==> src/shared/ssc_pkg.sv <==
/*
 * Package of the serial port status and control block: register offsets,
 * field positions, reset values, timing constants and carrier structs.
 * Assumes a 40 MHz APB clock and a 32-bit APB data path.
 */
package ssc_pkg;

    // Register byte offsets, one aligned word each
    localparam logic [7:0] SSC_OFF_CTRL_B  = 8'h00;
    localparam logic [7:0] SSC_OFF_STATUS  = 8'h04;
    localparam logic [7:0] SSC_OFF_MODE    = 8'h08;
    localparam logic [7:0] SSC_OFF_PFUNC_C = 8'h10;
    localparam logic [7:0] SSC_OFF_PDIR_C  = 8'h14;
    localparam logic [7:0] SSC_OFF_PDATA_C = 8'h18;
    localparam logic [7:0] SSC_OFF_PFUNC_D = 8'h20;
    localparam logic [7:0] SSC_OFF_PDIR_D  = 8'h24;
    localparam logic [7:0] SSC_OFF_PDATA_D = 8'h28;

    // Control register B fields
    localparam int SSC_CB_OUT_FLAG0 = 0;
    localparam int SSC_CB_OUT_FLAG1 = 1;
    localparam int SSC_CB_DIR0      = 2;
    localparam int SSC_CB_DIR1      = 3;
    localparam int SSC_CB_SHARED    = 12;
    localparam int SSC_CB_SLOTMODE  = 13;
    localparam int SSC_CB_TX2_ON    = 14;
    localparam int SSC_CB_TX1_ON    = 15;
    localparam int SSC_CB_TX0_ON    = 16;
    localparam int SSC_CB_RX_ON     = 17;
    localparam int SSC_CB_TIE       = 18;
    localparam int SSC_CB_RIE       = 19;
    localparam int SSC_CB_TX_LAST_SLOT_IRQ_EN      = 20;
    localparam int SSC_CB_RX_LAST_SLOT_IRQ_EN      = 21;
    localparam int SSC_CB_TX_EXCEPTION_IRQ_EN      = 22;
    localparam int SSC_CB_RX_EXCEPTION_IRQ_EN      = 23;

    // Status register fields
    localparam int SSC_ST_IF0 = 0;
    localparam int SSC_ST_IF1 = 1;
    localparam int SSC_ST_TFS = 2;
    localparam int SSC_ST_RFS = 3;
    localparam int SSC_ST_TUE = 4;
    localparam int SSC_ST_ROE = 5;
    localparam int SSC_ST_TDE = 6;
    localparam int SSC_ST_RDF = 7;

    // Widths and reset values
    localparam int          SSC_CB_W        = 24;
    localparam int          SSC_PIN_W       = 5;
    localparam logic [23:0] SSC_CB_RESET    = 24'h000000;
    localparam logic [4:0]  SSC_PORT_RESET  = 5'h00;
    localparam logic [7:0]  SSC_ST_RESET    = 8'h40;

    // Pin assignment within a port: aux pins are port bits 0 and 1
    localparam int SSC_PIN_AUX0 = 0;
    localparam int SSC_PIN_AUX1 = 1;

    // Link timing: flag pins settle for a bounded time before sampling
    localparam int SSC_CLK_MHZ       = 40;
    localparam int SSC_FLAG_HOLD_NS  = 50;
    localparam int SSC_FLAG_HOLD_CYC = (SSC_FLAG_HOLD_NS * SSC_CLK_MHZ + 999) / 1000;

    // Events from the shift datapath, one-cycle pulses in pclk domain
    typedef struct packed {
        logic tx_slot;        // Transmit time slot begins
        logic tx_frame;       // Transmit frame sync in this slot
        logic tx_load;        // Holding registers moved to shifters
        logic rx_slot;        // Receive time slot begins
        logic rx_frame;       // Receive frame sync in this slot
        logic rx_xfer;        // Receive shifter moved to holding
        logic rx_read;        // Core read the receive holding register
    } ssc_event_type;

    // Holding register state from the datapath
    typedef struct packed {
        logic [2:0] tx_written;   // Per-transmitter holding written
        logic [2:0] tx_shift_mt;  // Per-transmitter shifter empty
    } ssc_hold_type;

    // Interrupt request lines to the core
    typedef struct packed {
        logic tx_data;
        logic rx_data;
        logic tx_last;
        logic rx_last;
        logic tx_exc;
        logic rx_exc;
    } ssc_irq_type;

endpackage

==> src/rtl/ssc_gpio_port.sv <==
/*
 * One five-pin port that shares its pins between the serial port and
 * general-purpose I/O. Assumes pin inputs are already synchronised.
 */
`timescale 1ns/10ps

module ssc_gpio_port
    import ssc_pkg::*;
#(
    parameter int PIN_W = 5
) (
    // Clock and reset
    input  wire logic             pclk,
    input  wire logic             presetn,
    // Register writes
    input  wire logic             wr_func,
    input  wire logic             wr_dir,
    input  wire logic             wr_data,
    input  wire logic [PIN_W-1:0] wdata,
    // Register contents
    output logic [PIN_W-1:0]      func_ff,
    output logic [PIN_W-1:0]      dir_ff,
    output logic [PIN_W-1:0]      data_rd,
    // Serial side of the pins
    input  wire logic [PIN_W-1:0] ser_out,
    input  wire logic [PIN_W-1:0] ser_oe,
    // Synchronised pin levels and pin drivers
    input  wire logic [PIN_W-1:0] pin_sync,
    output logic [PIN_W-1:0]      pin_out,
    output logic [PIN_W-1:0]      pin_oe
);

    // Elaboration guard: registers and read-back assume 2 to 32 pins
    if (PIN_W < 2 || PIN_W > 32) begin : g_bad_pin_w
        $error("PIN_W out of range");
    end

    logic [PIN_W-1:0] data_ff;

    ////////////////////////////////////////////////////////////////////////
    // Port registers
    always_ff @(posedge pclk or negedge presetn) begin
        if (!presetn) begin
            func_ff <= SSC_PORT_RESET;
            dir_ff  <= SSC_PORT_RESET;
            data_ff <= SSC_PORT_RESET;
        end else begin
            if (wr_func) func_ff <= wdata;
            if (wr_dir)  dir_ff  <= wdata;
            if (wr_data) data_ff <= wdata;
        end
    end

    ////////////////////////////////////////////////////////////////////////
    // Pin muxing, per bit
    genvar i;
    generate
        for (i = 0; i < PIN_W; i++) begin : g_pin
            // Function bit picks serial port or GPIO
            assign pin_out[i] = func_ff[i] ? ser_out[i] : data_ff[i];
            // Direction only counts in GPIO mode
            assign pin_oe[i]  = func_ff[i] ? ser_oe[i] : dir_ff[i];
            // Inputs read the pin, outputs read back the written value
            assign data_rd[i] = (!func_ff[i] && !dir_ff[i]) ? pin_sync[i] : data_ff[i];
        end
    endgenerate

    gpio_drive_a: assert property (@(posedge pclk) disable iff (!presetn)
        (!func_ff[0] && dir_ff[0]) |-> (pin_oe[0] && pin_out[0] == data_ff[0]))
        else $error("GPIO output pin 0 not driven from data");

endmodule // ssc_gpio_port

==> src/rtl/ssc_top.sv <==
/*
 * Status and control of one synchronous serial port, with the pin
 * sharing port registers, on an APB slave. The shift datapath lives
 * elsewhere and reports its events as one-cycle pulses on pclk.
 * Assumes serial pins arrive asynchronous and are synchronised here.
 */
// Added by the designer: the address map and the APB interface to the registers.
`timescale 1ns/10ps

// Operation
// - Enable bits: tx1 bit15, tx0 bit16, rx bit17
// - Data and last-slot interrupt enables, bits 18-21
// - Exception interrupt enables at bits 22, 23
// - Status bit0 shows aux pin 0 level
// - Status bit1 shows aux pin 1 level
// - Status bit2 tx frame sync this slot
// - Status bit3 rx frame sync this slot
// - Underrun when slot meets empty enabled shifter
// - Overrun when receive holding still unread
// - Tx empty sets on load, clears all written
// - Rx full sets on transfer, clears on read
// - Function bit: serial when 1, GPIO 0
// - GPIO direction: output when 1
// - GPIO data reads pin, drives output
// - Two identical ports, own pin registers
// - Shared timing bit selects common clock/sync
// - Tx1, tx2, flags unusable in separate timing
// - Flags update at frame or slot start; output flags here change on each control register B write
module ssc_top
    import ssc_pkg::*;
#(
    parameter int PIN_W = SSC_PIN_W
) (
    // APB slave
    input  wire logic             pclk,
    input  wire logic             presetn,
    input  wire logic             psel,
    input  wire logic             penable,
    input  wire logic             pwrite,
    input  wire logic [7:0]       paddr,
    input  wire logic [31:0]      pwdata,
    output logic [31:0]           prdata,
    output logic                  pready,
    output logic                  pslverr,
    // Datapath events and state
    input  wire ssc_event_type    evt,
    input  wire ssc_hold_type     hold,
    // Interrupt requests to the core
    output ssc_irq_type           irq,
    // Timing and enables toward the datapath
    output logic                  shared_timing_mode,
    output logic                  slot_mode_select,
    output logic [2:0]            tx_active,
    output logic                  rx_active,
    // Serial functions that want pins of port C
    input  wire logic [PIN_W-1:0] ser_out_c,
    input  wire logic [PIN_W-1:0] ser_oe_c,
    // Pins of port C
    input  wire logic [PIN_W-1:0] pin_in_c,
    output logic [PIN_W-1:0]      pin_out_c,
    output logic [PIN_W-1:0]      pin_oe_c,
    // Pins of port D
    input  wire logic [PIN_W-1:0] pin_in_d,
    output logic [PIN_W-1:0]      pin_out_d,
    output logic [PIN_W-1:0]      pin_oe_d
);

    // Elaboration guard: the read mux only has room for 2 to 32 pins
    if (PIN_W < 2 || PIN_W > 32) begin : g_bad_pin_w
        $error("PIN_W out of range");
    end

    ////////////////////////////////////////////////////////////////////////
    // Declarations
    logic [SSC_CB_W-1:0] ctrl_ff;
    logic [7:0]          status;
    logic                tue_ff, roe_ff, tde_ff, rdf_ff;
    logic                tfs_ff, rfs_ff;
    logic                if0_ff, if1_ff;
    logic [PIN_W-1:0]    sync1_c, sync2_c, sync1_d, sync2_d;
    logic [PIN_W-1:0]    func_c, dir_c, rd_c, func_d, dir_d, rd_d;
    logic [PIN_W-1:0]    ser_out_mux, ser_oe_mux;
    logic                wr_en, rd_en;
    logic                tx_written_all;
    logic                nxt_tde;
    logic                flag_tick;

    // Address match helper shared by write and read decode
    function automatic logic hit(input logic [7:0] a, input logic [7:0] off);
        return a == off;
    endfunction

    ////////////////////////////////////////////////////////////////////////
    // APB handshake: zero wait state, error on unmapped address
    assign wr_en  = psel && penable && pwrite;
    assign rd_en  = psel && penable && !pwrite;
    assign pready = 1'b1;

    always_comb begin
        pslverr = 1'b0;
        if (psel && penable) begin
            pslverr = !(hit(paddr, SSC_OFF_CTRL_B) || hit(paddr, SSC_OFF_STATUS) ||
                        hit(paddr, SSC_OFF_MODE) ||
                        hit(paddr, SSC_OFF_PFUNC_C) || hit(paddr, SSC_OFF_PDIR_C) ||
                        hit(paddr, SSC_OFF_PDATA_C) || hit(paddr, SSC_OFF_PFUNC_D) ||
                        hit(paddr, SSC_OFF_PDIR_D) || hit(paddr, SSC_OFF_PDATA_D));
        end
    end

    ////////////////////////////////////////////////////////////////////////
    // Control register B, including timing mode bits
    always_ff @(posedge pclk or negedge presetn) begin
        if (!presetn) begin
            ctrl_ff <= SSC_CB_RESET;
        end else if (wr_en && hit(paddr, SSC_OFF_CTRL_B)) begin
            ctrl_ff <= pwdata[SSC_CB_W-1:0];
        end
    end

    assign shared_timing_mode = ctrl_ff[SSC_CB_SHARED];
    assign slot_mode_select   = ctrl_ff[SSC_CB_SLOTMODE];

    // Tx1 and tx2 only run when timing is shared
    assign tx_active[0] = ctrl_ff[SSC_CB_TX0_ON];
    assign tx_active[1] = ctrl_ff[SSC_CB_TX1_ON] && shared_timing_mode;
    assign tx_active[2] = ctrl_ff[SSC_CB_TX2_ON] && shared_timing_mode;
    assign rx_active    = ctrl_ff[SSC_CB_RX_ON];

    ////////////////////////////////////////////////////////////////////////
    // Pin synchronisers; first stage feeds only the second
    always_ff @(posedge pclk or negedge presetn) begin
        if (!presetn) begin
            sync1_c <= '0;
            sync2_c <= '0;
            sync1_d <= '0;
            sync2_d <= '0;
        end else begin
            sync1_c <= pin_in_c;
            sync2_c <= sync1_c;
            sync1_d <= pin_in_d;
            sync2_d <= sync1_d;
        end
    end

    ////////////////////////////////////////////////////////////////////////
    // Serial pin ownership on port C: in shared timing, aux pins become flag
    // outputs when no transmitter claims them; tx1 and tx2 data come from the datapath
    always_comb begin
        ser_out_mux = ser_out_c;
        ser_oe_mux  = ser_oe_c;
        if (shared_timing_mode && !tx_active[1]) begin
            ser_out_mux[SSC_PIN_AUX0] = ctrl_ff[SSC_CB_OUT_FLAG0];
            ser_oe_mux[SSC_PIN_AUX0]  = ctrl_ff[SSC_CB_DIR0];
        end
        if (shared_timing_mode && !tx_active[2]) begin
            ser_out_mux[SSC_PIN_AUX1] = ctrl_ff[SSC_CB_OUT_FLAG1];
            ser_oe_mux[SSC_PIN_AUX1]  = ctrl_ff[SSC_CB_DIR1];
        end
    end

    ////////////////////////////////////////////////////////////////////////
    // Input flags: sampled at frame start in normal mode, slot start in
    // network mode, so software sees a value stable across the unit
    assign flag_tick = slot_mode_select ? (evt.tx_slot || evt.rx_slot)
                                        : (evt.tx_frame || evt.rx_frame);

    always_ff @(posedge pclk or negedge presetn) begin
        if (!presetn) begin
            if0_ff <= 1'b0;
            if1_ff <= 1'b0;
        end else if (flag_tick && shared_timing_mode) begin
            if (!tx_active[1] && !ctrl_ff[SSC_CB_DIR0])
                if0_ff <= sync2_c[SSC_PIN_AUX0];
            if (!tx_active[1] && !tx_active[2] && !ctrl_ff[SSC_CB_DIR1])
                if1_ff <= sync2_c[SSC_PIN_AUX1];
        end
    end

    ////////////////////////////////////////////////////////////////////////
    // Frame sync seen flags, refreshed at each slot; forced 1 in normal mode
    always_ff @(posedge pclk or negedge presetn) begin
        if (!presetn) begin
            tfs_ff <= 1'b0;
            rfs_ff <= 1'b0;
        end else begin
            if (evt.tx_slot) tfs_ff <= evt.tx_frame;
            if (evt.rx_slot) rfs_ff <= evt.rx_frame;
        end
    end

    ////////////////////////////////////////////////////////////////////////
    // Underrun and overrun. These are sticky; the status read clears them,
    // but a new event in the read cycle wins over the clear.
    always_ff @(posedge pclk or negedge presetn) begin
        if (!presetn) begin
            tue_ff <= 1'b0;
            roe_ff <= 1'b0;
        end else begin
            if (evt.tx_slot && |(hold.tx_shift_mt & tx_active))
                tue_ff <= 1'b1;
            else if (rd_en && hit(paddr, SSC_OFF_STATUS))
                tue_ff <= 1'b0;
            if (evt.rx_xfer && rdf_ff && !evt.rx_read)
                roe_ff <= 1'b1;
            else if (rd_en && hit(paddr, SSC_OFF_STATUS))
                roe_ff <= 1'b0;
        end
    end

    ////////////////////////////////////////////////////////////////////////
    // Transmit empty: set on load, cleared when every enabled holding
    // register is written; load wins over a same-cycle final write
    assign tx_written_all = ((hold.tx_written & tx_active) == tx_active);

    always_comb begin
        nxt_tde = tde_ff;
        if (evt.tx_load)
            nxt_tde = 1'b1;
        else if (tde_ff && tx_written_all && |tx_active)
            nxt_tde = 1'b0;
    end

    always_ff @(posedge pclk or negedge presetn) begin
        if (!presetn) tde_ff <= 1'b1;
        else          tde_ff <= nxt_tde;
    end

    // Receive full: transfer wins over a same-cycle read
    always_ff @(posedge pclk or negedge presetn) begin
        if (!presetn)          rdf_ff <= 1'b0;
        else if (evt.rx_xfer)  rdf_ff <= 1'b1;
        else if (evt.rx_read)  rdf_ff <= 1'b0;
    end

    ////////////////////////////////////////////////////////////////////////
    // Status word
    always_comb begin
        status               = 8'h00;
        status[SSC_ST_IF0]   = if0_ff;
        status[SSC_ST_IF1]   = if1_ff;
        status[SSC_ST_TFS]   = slot_mode_select ? tfs_ff : 1'b1;
        status[SSC_ST_RFS]   = slot_mode_select ? rfs_ff : 1'b1;
        status[SSC_ST_TUE]   = tue_ff;
        status[SSC_ST_ROE]   = roe_ff;
        status[SSC_ST_TDE]   = tde_ff;
        status[SSC_ST_RDF]   = rdf_ff;
    end

    ////////////////////////////////////////////////////////////////////////
    // Interrupt requests follow flag AND enable, no latching here
    assign irq.tx_data = tde_ff && ctrl_ff[SSC_CB_TIE];
    assign irq.rx_data = rdf_ff && ctrl_ff[SSC_CB_RIE];
    assign irq.tx_last = evt.tx_slot && ctrl_ff[SSC_CB_TX_LAST_SLOT_IRQ_EN];
    assign irq.rx_last = evt.rx_slot && ctrl_ff[SSC_CB_RX_LAST_SLOT_IRQ_EN];
    assign irq.tx_exc  = tue_ff && ctrl_ff[SSC_CB_TX_EXCEPTION_IRQ_EN];
    assign irq.rx_exc  = roe_ff && ctrl_ff[SSC_CB_RX_EXCEPTION_IRQ_EN];

    ////////////////////////////////////////////////////////////////////////
    // Two identical pin ports
    ssc_gpio_port #(.PIN_W(PIN_W)) u_port_c (
        .pclk     (pclk),
        .presetn  (presetn),
        .wr_func  (wr_en && hit(paddr, SSC_OFF_PFUNC_C)),
        .wr_dir   (wr_en && hit(paddr, SSC_OFF_PDIR_C)),
        .wr_data  (wr_en && hit(paddr, SSC_OFF_PDATA_C)),
        .wdata    (pwdata[PIN_W-1:0]),
        .func_ff  (func_c),
        .dir_ff   (dir_c),
        .data_rd  (rd_c),
        .ser_out  (ser_out_mux),
        .ser_oe   (ser_oe_mux),
        .pin_sync (sync2_c),
        .pin_out  (pin_out_c),
        .pin_oe   (pin_oe_c)
    );

    // Port D serial side is owned by the second serial port, idle here
    ssc_gpio_port #(.PIN_W(PIN_W)) u_port_d (
        .pclk     (pclk),
        .presetn  (presetn),
        .wr_func  (wr_en && hit(paddr, SSC_OFF_PFUNC_D)),
        .wr_dir   (wr_en && hit(paddr, SSC_OFF_PDIR_D)),
        .wr_data  (wr_en && hit(paddr, SSC_OFF_PDATA_D)),
        .wdata    (pwdata[PIN_W-1:0]),
        .func_ff  (func_d),
        .dir_ff   (dir_d),
        .data_rd  (rd_d),
        .ser_out  ('0),
        .ser_oe   ('0),
        .pin_sync (sync2_d),
        .pin_out  (pin_out_d),
        .pin_oe   (pin_oe_d)
    );

    ////////////////////////////////////////////////////////////////////////
    // Read mux, registered-free since APB samples in access phase
    always_comb begin
        prdata = 32'h00000000;
        case (paddr)
            SSC_OFF_CTRL_B:  prdata[SSC_CB_W-1:0] = ctrl_ff;
            SSC_OFF_STATUS:  prdata[7:0]          = status;
            SSC_OFF_MODE:    prdata[1:0]          = {slot_mode_select, shared_timing_mode};
            SSC_OFF_PFUNC_C: prdata[PIN_W-1:0]    = func_c;
            SSC_OFF_PDIR_C:  prdata[PIN_W-1:0]    = dir_c;
            SSC_OFF_PDATA_C: prdata[PIN_W-1:0]    = rd_c;
            SSC_OFF_PFUNC_D: prdata[PIN_W-1:0]    = func_d;
            SSC_OFF_PDIR_D:  prdata[PIN_W-1:0]    = dir_d;
            SSC_OFF_PDATA_D: prdata[PIN_W-1:0]    = rd_d;
            default:         prdata               = 32'h00000000;
        endcase
    end

    ////////////////////////////////////////////////////////////////////////
    // Assertions
    tx1_gate_a: assert property (@(posedge pclk) disable iff (!presetn)
        !shared_timing_mode |-> !tx_active[1] && !tx_active[2])
        else $error("tx1 or tx2 active in separate timing");

    ctrl_write_a: assert property (@(posedge pclk) disable iff (!presetn)
        (wr_en && paddr == SSC_OFF_CTRL_B) |=> rx_active == $past(pwdata[17]))
        else $error("Receive enable not taken from write");

    tfs_normal_a: assert property (@(posedge pclk) disable iff (!presetn)
        !slot_mode_select |-> status[2] && status[3])
        else $error("Frame sync flags not 1 in normal mode");

    underrun_set_a: assert property (@(posedge pclk) disable iff (!presetn)
        (evt.tx_slot && |(hold.tx_shift_mt & tx_active)) |=> tue_ff)
        else $error("Underrun not flagged");

    overrun_set_a: assert property (@(posedge pclk) disable iff (!presetn)
        (evt.rx_xfer && rdf_ff && !evt.rx_read) |=> roe_ff)
        else $error("Overrun not flagged");

    tde_load_a: assert property (@(posedge pclk) disable iff (!presetn)
        evt.tx_load |=> tde_ff)
        else $error("Transmit empty not set by load");

    rdf_cycle_a: assert property (@(posedge pclk) disable iff (!presetn)
        (evt.rx_xfer ##1 (evt.rx_read && !evt.rx_xfer)) |=> !rdf_ff)
        else $error("Receive full not cleared by read");

    irq_level_a: assert property (@(posedge pclk) disable iff (!presetn)
        irq.rx_exc == (roe_ff && ctrl_ff[23]))
        else $error("Receive exception request wrong");

    flag_hold_a: assert property (@(posedge pclk) disable iff (!presetn)
        !flag_tick |=> $stable(if0_ff) && $stable(if1_ff))
        else $error("Input flag moved between frame or slot starts");

endmodule // ssc_top

==> config.mk <==
export PLATFORM = sky130hd
export DESIGN_NAME = ssc_top
export DESIGN_NICKNAME = d
export VERILOG_FILES = /design/src/shared/ssc_pkg.sv /design/src/rtl/ssc_gpio_port.sv /design/src/rtl/ssc_top.sv
export SDC_FILE = /design/constraint.sdc
export NUM_CORES = 1
export LEC_CHECK = 0
export BUFFER_PORTS_ARGS = -buffer_cell sky130_fd_sc_hd__buf_4
export CAP_MARGIN = 0
export CORE_ASPECT_RATIO = 0.6
export CORE_MARGIN = 1.5
export CORE_UTILIZATION = 31
export DETAILED_ROUTE_END_ITERATION = 16
export PLACE_DENSITY = 0.5
export RECOVER_POWER = 25
export SYNTH_ARGS = -nofsm -noshare
export SYNTH_HDL_FRONTEND = slang
export SYNTH_SLANG_ARGS = --single-unit
==> constraint.sdc <==
create_clock -name pclk -period 7.12 [get_ports pclk]
set_input_delay 1.78 -clock pclk [delete_from_list [all_inputs] [get_ports pclk]]
set_output_delay 1.78 -clock pclk [all_outputs]
set_load 0.005 [all_outputs]
---- Word-level counts from Yosys, hierarchy flattened ----
Cells that the tools add are included.
storage, ports and cells
  bits in registers ....................... 82
  output and inout port bits .............. 66
  logic and storage cells ................. 165
  input port bits ......................... 78
cells by class
  mux-type cells .......................... 49
  equal/unequal tests ..................... 9
  bitwise logic cells ..................... 2
  reduce and logical (&&, ||, !) cells .... 86
operators with widths
  operator              count
  $mux W1               45
  $logic_and A1 B1 Y1   40
  $logic_not A1 Y1      27
  $eq A8 B5 Y1 const B  3
  $eq A8 B6 Y1 const B  3
  $pmux W3 S8           1
  $pmux W2 S9           1
  $mux W16              1
  $logic_or A1 B1 Y1    10
  $eq A8 B3 Y1 const B  1
  $eq A8 B4 Y1 const B  1
  $logic_not A8 Y1      1
  $reduce_bool A2 Y1    4
  $and A3 B3 Y3         2
  $pmux W3 S2           1
  $reduce_or A3 Y1      2
  $reduce_and A2 Y1     2
  $eq A3 B3 Y1          1

---- Logic depth before layout (Yosys ltp) ----
Gate-level depths: netlist of the first run.
  depth in word-level cells ............... 11
  depth in mapped cells ................... 7
  mapped depth without buffers ............ 5

---- Cells and area by module ----
A second synthesis of the first run with hierarchy kept.
unflattened totals
  cell total of the unflattened synthesis .. 351
  area total of the unflattened synthesis .. 4,321.6 µm²
modules (own cells, without submodules)
  module         area each (µm²)  instances  sequential area each (µm²)  cells each
  ssc_top        2,820.2          1          1,302.5                     251
  ssc_gpio_port  750.7            2          375.4                       50

---- Worst setup path after synthesis of the first run ----
OpenSTA, ideal clock, no wires.
  path kind ............................... input -> output
  start ................................... input paddr[3]
  end ..................................... output prdata[0]
  buffers on the path ..................... 2
  stages .................................. 6
  arrival ................................. 3,056 ps
  data required time ...................... 5,340 ps
  slack ................................... 2,284 ps
  path through ............................ buf_6 or4b_1 clkbuf_1 or2_2 o32a_1 nand3_1
on the way
  word-level cells in the longest chain between the ends .. 2
  elaborated cells on any way between the ends .. 10
  classes of those cells .................. 8 x eq/ne; 1 x mux; 1 x reduce/logical
ends and longest elaborated chain
  element                                     line            text
  start: declaration                          ssc_top.sv:40   input wire logic [7:0] paddr,
  $eq A8 B6 Y1, or another cell as far along  ssc_top.sv:299  case (paddr)
  $pmux W2 S9 *                               ssc_top.sv:299
  end: declaration                            ssc_top.sv:42   output logic [31:0] prdata,
Every way passes the cells marked *; elsewhere a longest branch is shown, timed or not.

---- Worst setup path after layout of the first run ----
  start ................................... input paddr[2]
  end ..................................... output prdata[0]
Same word-level chain as after synthesis.

==> results.cfg, run 1 <==
[setup_path]
endpoint = prdata[0]
crit_start = paddr[2]
worst_path_most_repeated_cell = buf_4
end_kind = primary output
crit_buf_inv = 2
max_stage_delay_ns = 0.77
critPathLaunchType = primary input
worstPathMaxFanout = 21
crit_cells = 6
reg2reg_depth = 4
crit_required_ns = 5.34
worstSetupPathType = primary input to primary output
rrSetupSlack_ns = 5.50
cpLargestDelayFamily = simple AND/OR/NAND/NOR gates
crit_chain = buf_4 -> or4b_1 -> or2_2 -> o32a_1 -> nand3_1 -> buf_4
worstReg2RegStart = ctrl_ff[12]
cpMaxStageDelayCell = or4b_1
arrival_ns = 3.57
r2r_end = if1_ff

[sta]
final-max-slew-violation-count = 39
rsz0062_at_grt = no
hold_viol = 0
worst_pin_slew_ns = 2.061
setup_tns_ns = 0
fin_crit_ns = 5.346
finalSetupViolations = 0
fin_skew_ns = 0.01289
slew_headroom_pct = -37.38
setup_ws_ns = 1.774
max_freq_mhz = 187.1
final.period_utilization_pct = 75.08

[cells_and_area]
regArea_um2 = 2053
multi_input_area_um2 = 1991
area_growth_pct = 31.76
drive_above_1_share_pct = 46.50
final_util_pct = 42.37
diodes = 0
fill_cells = 1280
most-common-layout-cells = buf_4, dfrtp_1, mux2_2, mux2i_1
finalNetCount = 544
final_common_cell = buf_4

[clock_network]
post_cts_buffers = 0
root_buffer = clkbuf_16
clock_latency_ns = 0.34
cts_tree = yes
cts_sinks = 82
clk_pin_slew_ns = 0.06
cts_resized = 0
clockBufferDepth = 2
cts_inserted_buffers = 9
postCtsHoldBufs = 0
cts-htree-levels = 3

[route]
postRouteWirelength_um = 11440
wl_per_cell_um = 17.84
drc = 8
first_iter_violations = 146
avgViaCountPerCell = 4.760
via_count = 3051
ant_nets = 0
dr.pass1.iters = 12

[floorplan]
dieArea_um2 = 14230
die_h_um = 92.99
start_util_pct = 32.15
rows = 32
die_x_um = 153.0
core_um2 = 13010
io_pins = 144

[power]
internal-power_uw = 783.2
power.switching_uw = 241.7
switching_share_pct = 23.58
p_per_area_nw_per_um2 = 185.9
ir_worst_vdd_uv = 101.0
clkPwrFrac_pct = 43.6
p_comb_share_pct = 8.7
power_frac_seq_pct = 47.7
p_leak_uw = 0.002833

[logic_synthesis]
synth_cells = 343
ys_seq_area_share_pct = 49.07
ys_ff_latch = 82
synth_top_flop_cell = dfrtp_1
postSynthAreaPerCell_um2 = 12.20
ys_types = 53
async_flop_share_pct = 100.0
synth_enable_flop_cells = 0
synth_area_um2 = 4184
ys_warn_count = 0

[place]
gp_congestion = 0.7738
dp_hpwl_um = 8554
port_buffers = 126
dp_slack_ns = 1.777

[global_route]
antenna_found_initial = 0
grt_start_max_net_pins = 46
grt_pass1_wl_um = 17940
overflow = 0
grt_usage_pct = 16.95
grt_pass1_vias = 3110

[run_status]
status = complete, but fails checks
violations = DRC, capacitance limit, slew limit

[min_path]
hold_path.class = flip-flop to flip-flop

[run]
maxCapViolCount = 1
how the worst min path moves through the flow:
stage	start	to	slack, ns	depth (start not counted)
2_1_floorplan	sync1_c[0]	sync2_c[0]	0.33	0
3_3_place_gp	sync1_c[3]	sync2_c[3]	0.33	0
3_5_place_dp	sync1_c[1]	sync2_c[1]	0.33	0
4_1_cts	sync1_d[3]	sync2_d[3]	0.35	0
5_1_grt	sync1_c[2]	sync2_c[2]	0.35	0
6_report	sync1_d[3]	sync2_d[3]	0.35	0
per-layer routing:
| metal | up-vias | share of wire [%] | GRT usage (%) |
|---|---|---|---|
| li1 | 1443 | - | - |
| met1 | 1520 | 51 | 25.56 |
| met2 | 84 | 42 | 23.48 |
| met3 | 4 | 5.8 | 4.819 |
| met4 | 0 | 0.62 | 4.167 |
| met5 | - | 0 | 0 |
cell usage after synthesis, types with 2 or more instances:
library cell	number	area [um^2]
o32ai_1	3	26.28
nand3b_1	4	30.03
clkbuf_1	3	11.26
nand2b_1	7	43.79
a21oi_1	4	20.02
nor2_1	22	82.58
nand3_1	4	20.02
o22a_1	5	43.79
dfrtp_1	81	2027
nor3_1	5	25.02
mux2i_1	23	230.2
buf_2	4	20.02
nor4b_1	2	17.52
buf_6	3	33.78
or4b_1	2	20.02
nand2_1	16	60.06
conb_1	2	7.510
o21ai_0	5	25.02
mux2_4	20	300.3
buf_4	11	82.58
nor2_2	3	18.77
inv_1	4	15.01
and2_1	22	137.6
a211oi_1	2	15.01
a2bb2oi_1	2	17.52
nor2_4	3	33.78
nor2b_1	12	75.07
mux2_2	44	495.5
final cells by class:
cell class	count	area share (%)
inverter	4	0.2724
timing repair buffer	127	17.23
multi-input combinational	242	36.11
clock inverter	5	0.7036
tap	170	3.858
clock buffer	11	4.585
sequential	82	37.24
stage by stage:
stage | instance area (um^2) | instances | power, uW | hold slack [ns]
6_report | 5513 | 641 | 1025 | 0.3464
5_1_grt | 5513 | 641 | 1075 | 0.3527
4_1_cts | 5517 | 641 | 1042 | 0.3490
3_5_place_dp | 5225 | 625 | 588.9 | 0.3347
3_3_place_gp | 5225 | 625 | 587.5 | 0.3335
2_1_floorplan | 4210 | 350 | 532.6 | 0.3312
cell families (layout without fill, tap and decap cells):
group / after synthesis / after routing / synth area share, %
compound gates: 34 / 34 / 6.221
buf+inv: 26 / 147 / 3.977
flops: 82 / 82 / 49.07
mux: 88 / 88 / 25.06
other cells: 2 / 9 / 0.1795
simple gates: 111 / 111 / 15.49
flip-flops by register name, indices dropped and copies added (netlist names), 5 cells and up:
name and flops:
ctrl_ff 24, sync1_c 5, sync1_d 5, sync2_c 5
sync2_d 5, u_port_c.data_ff 5, u_port_c.dir_ff 5, u_port_c.func_ff 5
u_port_d.data_ff 5, u_port_d.dir_ff 5, u_port_d.func_ff 5
power groups by stage:
stage	Combinational [uW]	Clock, uW	Sequential [uW]
after floorplan	38.3	0	494
after global placement	90.2	0	497
after detailed placement	91.1	0	498
after CTS	91.7	462	489
after global routing	98.8	486	491
final	89.4	446	489
No activity file was read; power rests on OpenSTA's default activity.
==> run 2: changes to the inputs <==
Clock period 7.12 ns to 5 ns, I/O delays scaled along.
==> results.cfg, run 2 (same netlist as run 1, synthesis figures left out) <==
[run_status]
status = complete, but fails checks
violations = DRC, capacitance limit, slew limit

[setup_path]
rrSetupSlack_ns = 3.39
crit_required_ns = 3.75
worstReg2RegStart = ctrl_ff[12]
reg2reg_depth = 4
worstSetupPathType = primary input to primary output
r2r_end = if1_ff
critPathLaunchType = primary input
worstPathMaxFanout = 21
arrival_ns = 3.07
end_kind = primary output

[sta]
slew_headroom_pct = -79.02
fin_skew_ns = 0.004357
fin_crit_ns = 4.321
whs_ns = 0.3464
finalSetupViolations = 0
rsz0062_at_grt = no
setup_tns_ns = 0
final.period_utilization_pct = 86.41
max_freq_mhz = 231.4
setup_ws_ns = 0.6793
worst_pin_slew_ns = 2.685
final-max-slew-violation-count = 48
hold_viol = 0

[floorplan]
start_util_pct = 32.15
die_h_um = 92.99
io_pins = 144
dieArea_um2 = 14230
die_x_um = 153.0
rows = 32
core_um2 = 13010

[cells_and_area]
finalNetCount = 544
most-common-layout-cells = buf_4, dfrtp_1, mux2_2, mux2i_1
drive_above_1_share_pct = 45.84
largest_reg_flops = 24
regArea_um2 = 2053
regMostFlops = ctrl_ff
area_growth_pct = 32.42
fill_cells = 1274
final_common_cell = buf_4
diodes = 0
final_util_pct = 42.58
multi_input_area_um2 = 1991

[clock_network]
cts_sinks = 82
post_cts_buffers = 0
clock_latency_ns = 0.34
postCtsHoldBufs = 0
cts_tree = yes
cts-htree-levels = 3
clk_pin_slew_ns = 0.06
cts_resized = 0
cts_inserted_buffers = 9
root_buffer = clkbuf_16
clockBufferDepth = 2

[power]
ir_worst_vdd_uv = 140.5
p_per_area_nw_per_um2 = 279.6
p_leak_uw = 0.002857

[place]
dp_hpwl_um = 8449
port_buffers = 126
gp_congestion = 0.7861
dp_slack_ns = 0.7076

[global_route]
grt_pass1_vias = 3096
grt_start_max_net_pins = 48
antenna_found_initial = 0
overflow = 0
grt_pass1_wl_um = 17540
grt_usage_pct = 16.56

[min_path]
min_to = sync2_d[3]
hold_start = sync1_d[3]
min_path_cells = 0
hold_path.class = flip-flop to flip-flop

[run]
maxCapViolCount = 1

[route]
postRouteWirelength_um = 11280
drc = 7
wl_per_cell_um = 17.65
avgViaCountPerCell = 4.754
first_iter_violations = 133
ant_nets = 0
via_count = 3038
dr.pass1.iters = 13
## run 2: changes by cell type in the layout (fill, tap and decap cells not counted), sizes merged
| cell | delta |
|---|---|
| bufinv | +2 |
| clkinvlp | -4 |
| clkinv | -1 |
| clkbuf | +3 |
| buf | -2 |
## run 2: worst max path at each step
stage	slack (ns)	end	cells after the start	startpoint
after floorplan	1.22	prdata[0]	6	paddr[3]
after global placement	0.72	prdata[0]	6	paddr[2]
after detailed placement	0.71	prdata[0]	6	paddr[2]
after CTS	0.70	prdata[0]	6	paddr[2]
after global routing	0.59	prdata[9]	5	paddr[3]
final	0.68	prdata[0]	6	paddr[2]
## run 2: layout make-up
cell class / instances / area share [%]
Inverter: 4 / 0.2710
Clock inverter: 2 / 1.084
Tap cell: 170 / 3.839
Multi-Input combinational cell: 242 / 35.93
Sequential cell: 82 / 37.06
Timing Repair Buffer: 127 / 17.01
Clock buffer: 12 / 4.810
## run 2: critical path, cell delays in order
cell and delay, ns:
buf_4 0.20, or4b_1 0.77, or2_2 0.36, o32a_1 0.18, nand3_1 0.16, buf_4 0.14
## run 2: through the flow
stage | std cells | total power (uW) | instance area [um^2]
6_report | 639 | 1549 | 5540
2_1_floorplan | 350 | 758.5 | 4210
3_5_place_dp | 625 | 838.2 | 5225
4_1_cts | 639 | 1576 | 5552
5_1_grt | 639 | 1615 | 5540
3_3_place_gp | 625 | 836.5 | 5225
## run 2: report_power, final
| part | internal (uW) | switching [uW] |
|---|---|---|
| Sequential | 684 | 12.6 |
| Combinational | 66.7 | 59.2 |
| Clock | 473 | 254 |
| Total | 1220 | 326 |
## run 2: per-layer routing
metal / track usage (%) / up-vias / routed length, um
met1: 24.49 / 1491 / 5691
met5: 0 / - / 0
li1: - / 1445 / -
met2: 23.02 / 93 / 4752
met4: 4.167 / 0 / 101
met3: 5.329 / 9 / 733
==> run 3: changes to the inputs <==
Settings changed: ABC_AREA set to 1, SLEW_MARGIN set to 20.
==> results.cfg, run 3 <==
[logic_synthesis]
ys_ff_latch = 82
ys_types = 34
ys_seq_area_share_pct = 48.00
synth_top_flop_cell = dfrtp_1
synth_top_cell_by_area = dfrtp_1
netlist_top_cells_count = nand2_1, dfrtp_1, nor2_1, inv_1, o21ai_0
synth_area_um2 = 4278
synth.most_common_cell = nand2_1
synth_top_area_share_pct = 47.38
postSynthAreaPerCell_um2 = 8.056
ys_warn_count = 0
synth_cells = 531
async_flop_share_pct = 100.0
synth_enable_flop_cells = 0
synthTopCellsByArea = dfrtp_1, nand2_1, nor2_1, inv_1, o21ai_0

[global_route]
grt_start_max_net_pins = 83
overflow = 0
antenna_found_initial = 0
grt_usage_pct = 17.44
grt_pass1_wl_um = 19130
grt_pass1_vias = 3578

[sta]
fin_skew_ns = 0.005475
whs_ns = 0.3492
hold_viol = 0
finalSetupViolations = 0
setup_tns_ns = 0
final-max-slew-violation-count = 83
max_freq_mhz = 261.8
rsz0062_at_grt = no
worst_pin_slew_ns = 2.069
slew_headroom_pct = -37.92
fin_crit_ns = 3.819
final.period_utilization_pct = 76.38

[setup_path]
critPathLaunchType = primary input
arrival_ns = 2.57
crit_chain = buf_4 -> inv_1 -> nand2_1 -> nor2_2 -> nand2_1 -> o21ai_0 -> nor2_1 -> nand2_1 -> buf_4
end_kind = primary output
crit_required_ns = 3.75
worstPathMaxFanout = 6
worstSetupPathType = primary input to primary output
cpMaxStageDelayCell = nor2_2
worst_path_most_repeated_cell = nand2_1
max_stage_delay_ns = 0.26

[floorplan]
start_util_pct = 31.59
rows = 33
die_x_um = 154.7
die_h_um = 93.99
dieArea_um2 = 14540
core_um2 = 13540
io_pins = 144

[clock_network]
cts_sinks = 82
clk_pin_slew_ns = 0.06
clockBufferDepth = 2
root_buffer = clkbuf_16
clock_latency_ns = 0.34
post_cts_buffers = 0
cts_tree = yes
postCtsHoldBufs = 0
cts_inserted_buffers = 9
cts-htree-levels = 3
cts_resized = 0

[cells_and_area]
fill_cells = 1394
area_growth_pct = 31.35
finalNetCount = 737
regMostFlops = ctrl_ff
diodes = 0
drive_above_1_share_pct = 30.42
final_common_cell = nand2_1
most-common-layout-cells = nand2_1, buf_4, dfrtp_1, nor2_1, inv_1
largest_reg_flops = 24

[route]
wl_met3_um = 619
avgViaCountPerCell = 4.440
ant_nets = 0
drt-met1-wl_um = 6379
via_count = 3725
dr.pass1.iters = 4
wl_per_cell_um = 14.06
postRouteWirelength_um = 11800
highest_layer = met4
drc = 0
route.met2.wl_um = 4705
first_iter_violations = 205

[run]
maxCapViolCount = 1

[place]
dp_hpwl_um = 9191
gp_congestion = 0.7761
port_buffers = 126

[power]
p_per_area_nw_per_um2 = 268.0
p_leak_uw = 0.002979
ir_worst_vdd_uv = 123.8

[run_status]
status = complete, but fails checks
violations = capacitance limit, slew limit

[min_path]
hold_path.class = flip-flop to flip-flop
-- run 3: cell families (layout without fill, tap and decap cells) --
kind of cell	Yosys count	in the layout	share of synthesized area, %
AO/OA/AOI/OAI	87	87	12.28
AND/OR/NAND/NOR	275	275	30.04
multiplexers	1	1	0.2632
other	2	9	0.1756
flip-flops	82	82	48.00
buffers and inverters	84	210	9.242
-- run 3: metrics by stage --
stage | setup WS [ns] | power (uW) | cells | util [%] | instance area (um^2)
2_1_floorplan | 1.736 | 757.9 | 538 | - | 4304
3_3_place_gp | 1.148 | 838.9 | 823 | 39.35 | 5329
3_5_place_dp | 1.112 | 841.1 | 823 | 39.35 | 5329
4_1_cts | 1.119 | 1533 | 839 | 41.59 | 5633
5_1_grt | 0.9690 | 1578 | 839 | 41.49 | 5619
6_report | 1.181 | 1506 | 839 | 41.49 | 5619
-- run 3: routing by layer --
metal,vias to the layer above,global-route usage (%)
li1,1891,-
met1,1723,27.21
met5,-,0
met4,0,4.327
met2,102,23.39
met3,9,4.336
-- run 3: cell type report --
type	instances	area [um^2]	share of cell area (%)
inverter	68	255.2	4.542
multi-input combinational	372	1856	33.02
timing repair buffer	126	932.1	16.59
tap	175	219.0	3.897
clock buffer	10	229.0	4.075
clock inverter	6	75.07	1.336
sequential	82	2053	36.54
-- run 3: worst paths after layout --
| check | startpoint | cells past startpoint | endpoint | slack (ns) |
|---|---|---|---|---|
| max | paddr[3] | 9 | prdata[2] | 1.18 |
| min | sync1_d[2] | 0 | sync2_d[2] | 0.35 |
| max reg2reg | ctrl_ff[12] | 5 | tde_ff | 3.79 |
| min reg2reg | sync1_d[2] | 0 | sync2_d[2] | 0.35 |
| max in group asynchronous | presetn | 1 | u_port_d.func_ff[0] | 2.28 |
| min in group asynchronous | presetn | 1 | ctrl_ff[11] | 1.50 |
-- run 3: power breakdown --
group / internal, uW / switching (uW) / leakage, uW / total, uW
clock network: 394 / 287 / 0.000145 / 681
logic: 60.3 / 71.0 / 0.00184 / 131
registers: 683 / 10.7 / 0.000990 / 694
-- run 3: worst max-delay path: cells and delay by family --
family          cells  cell delay (ns)
buf+inv             3             0.32
compound gates      1             0.26
simple gates        5             0.73
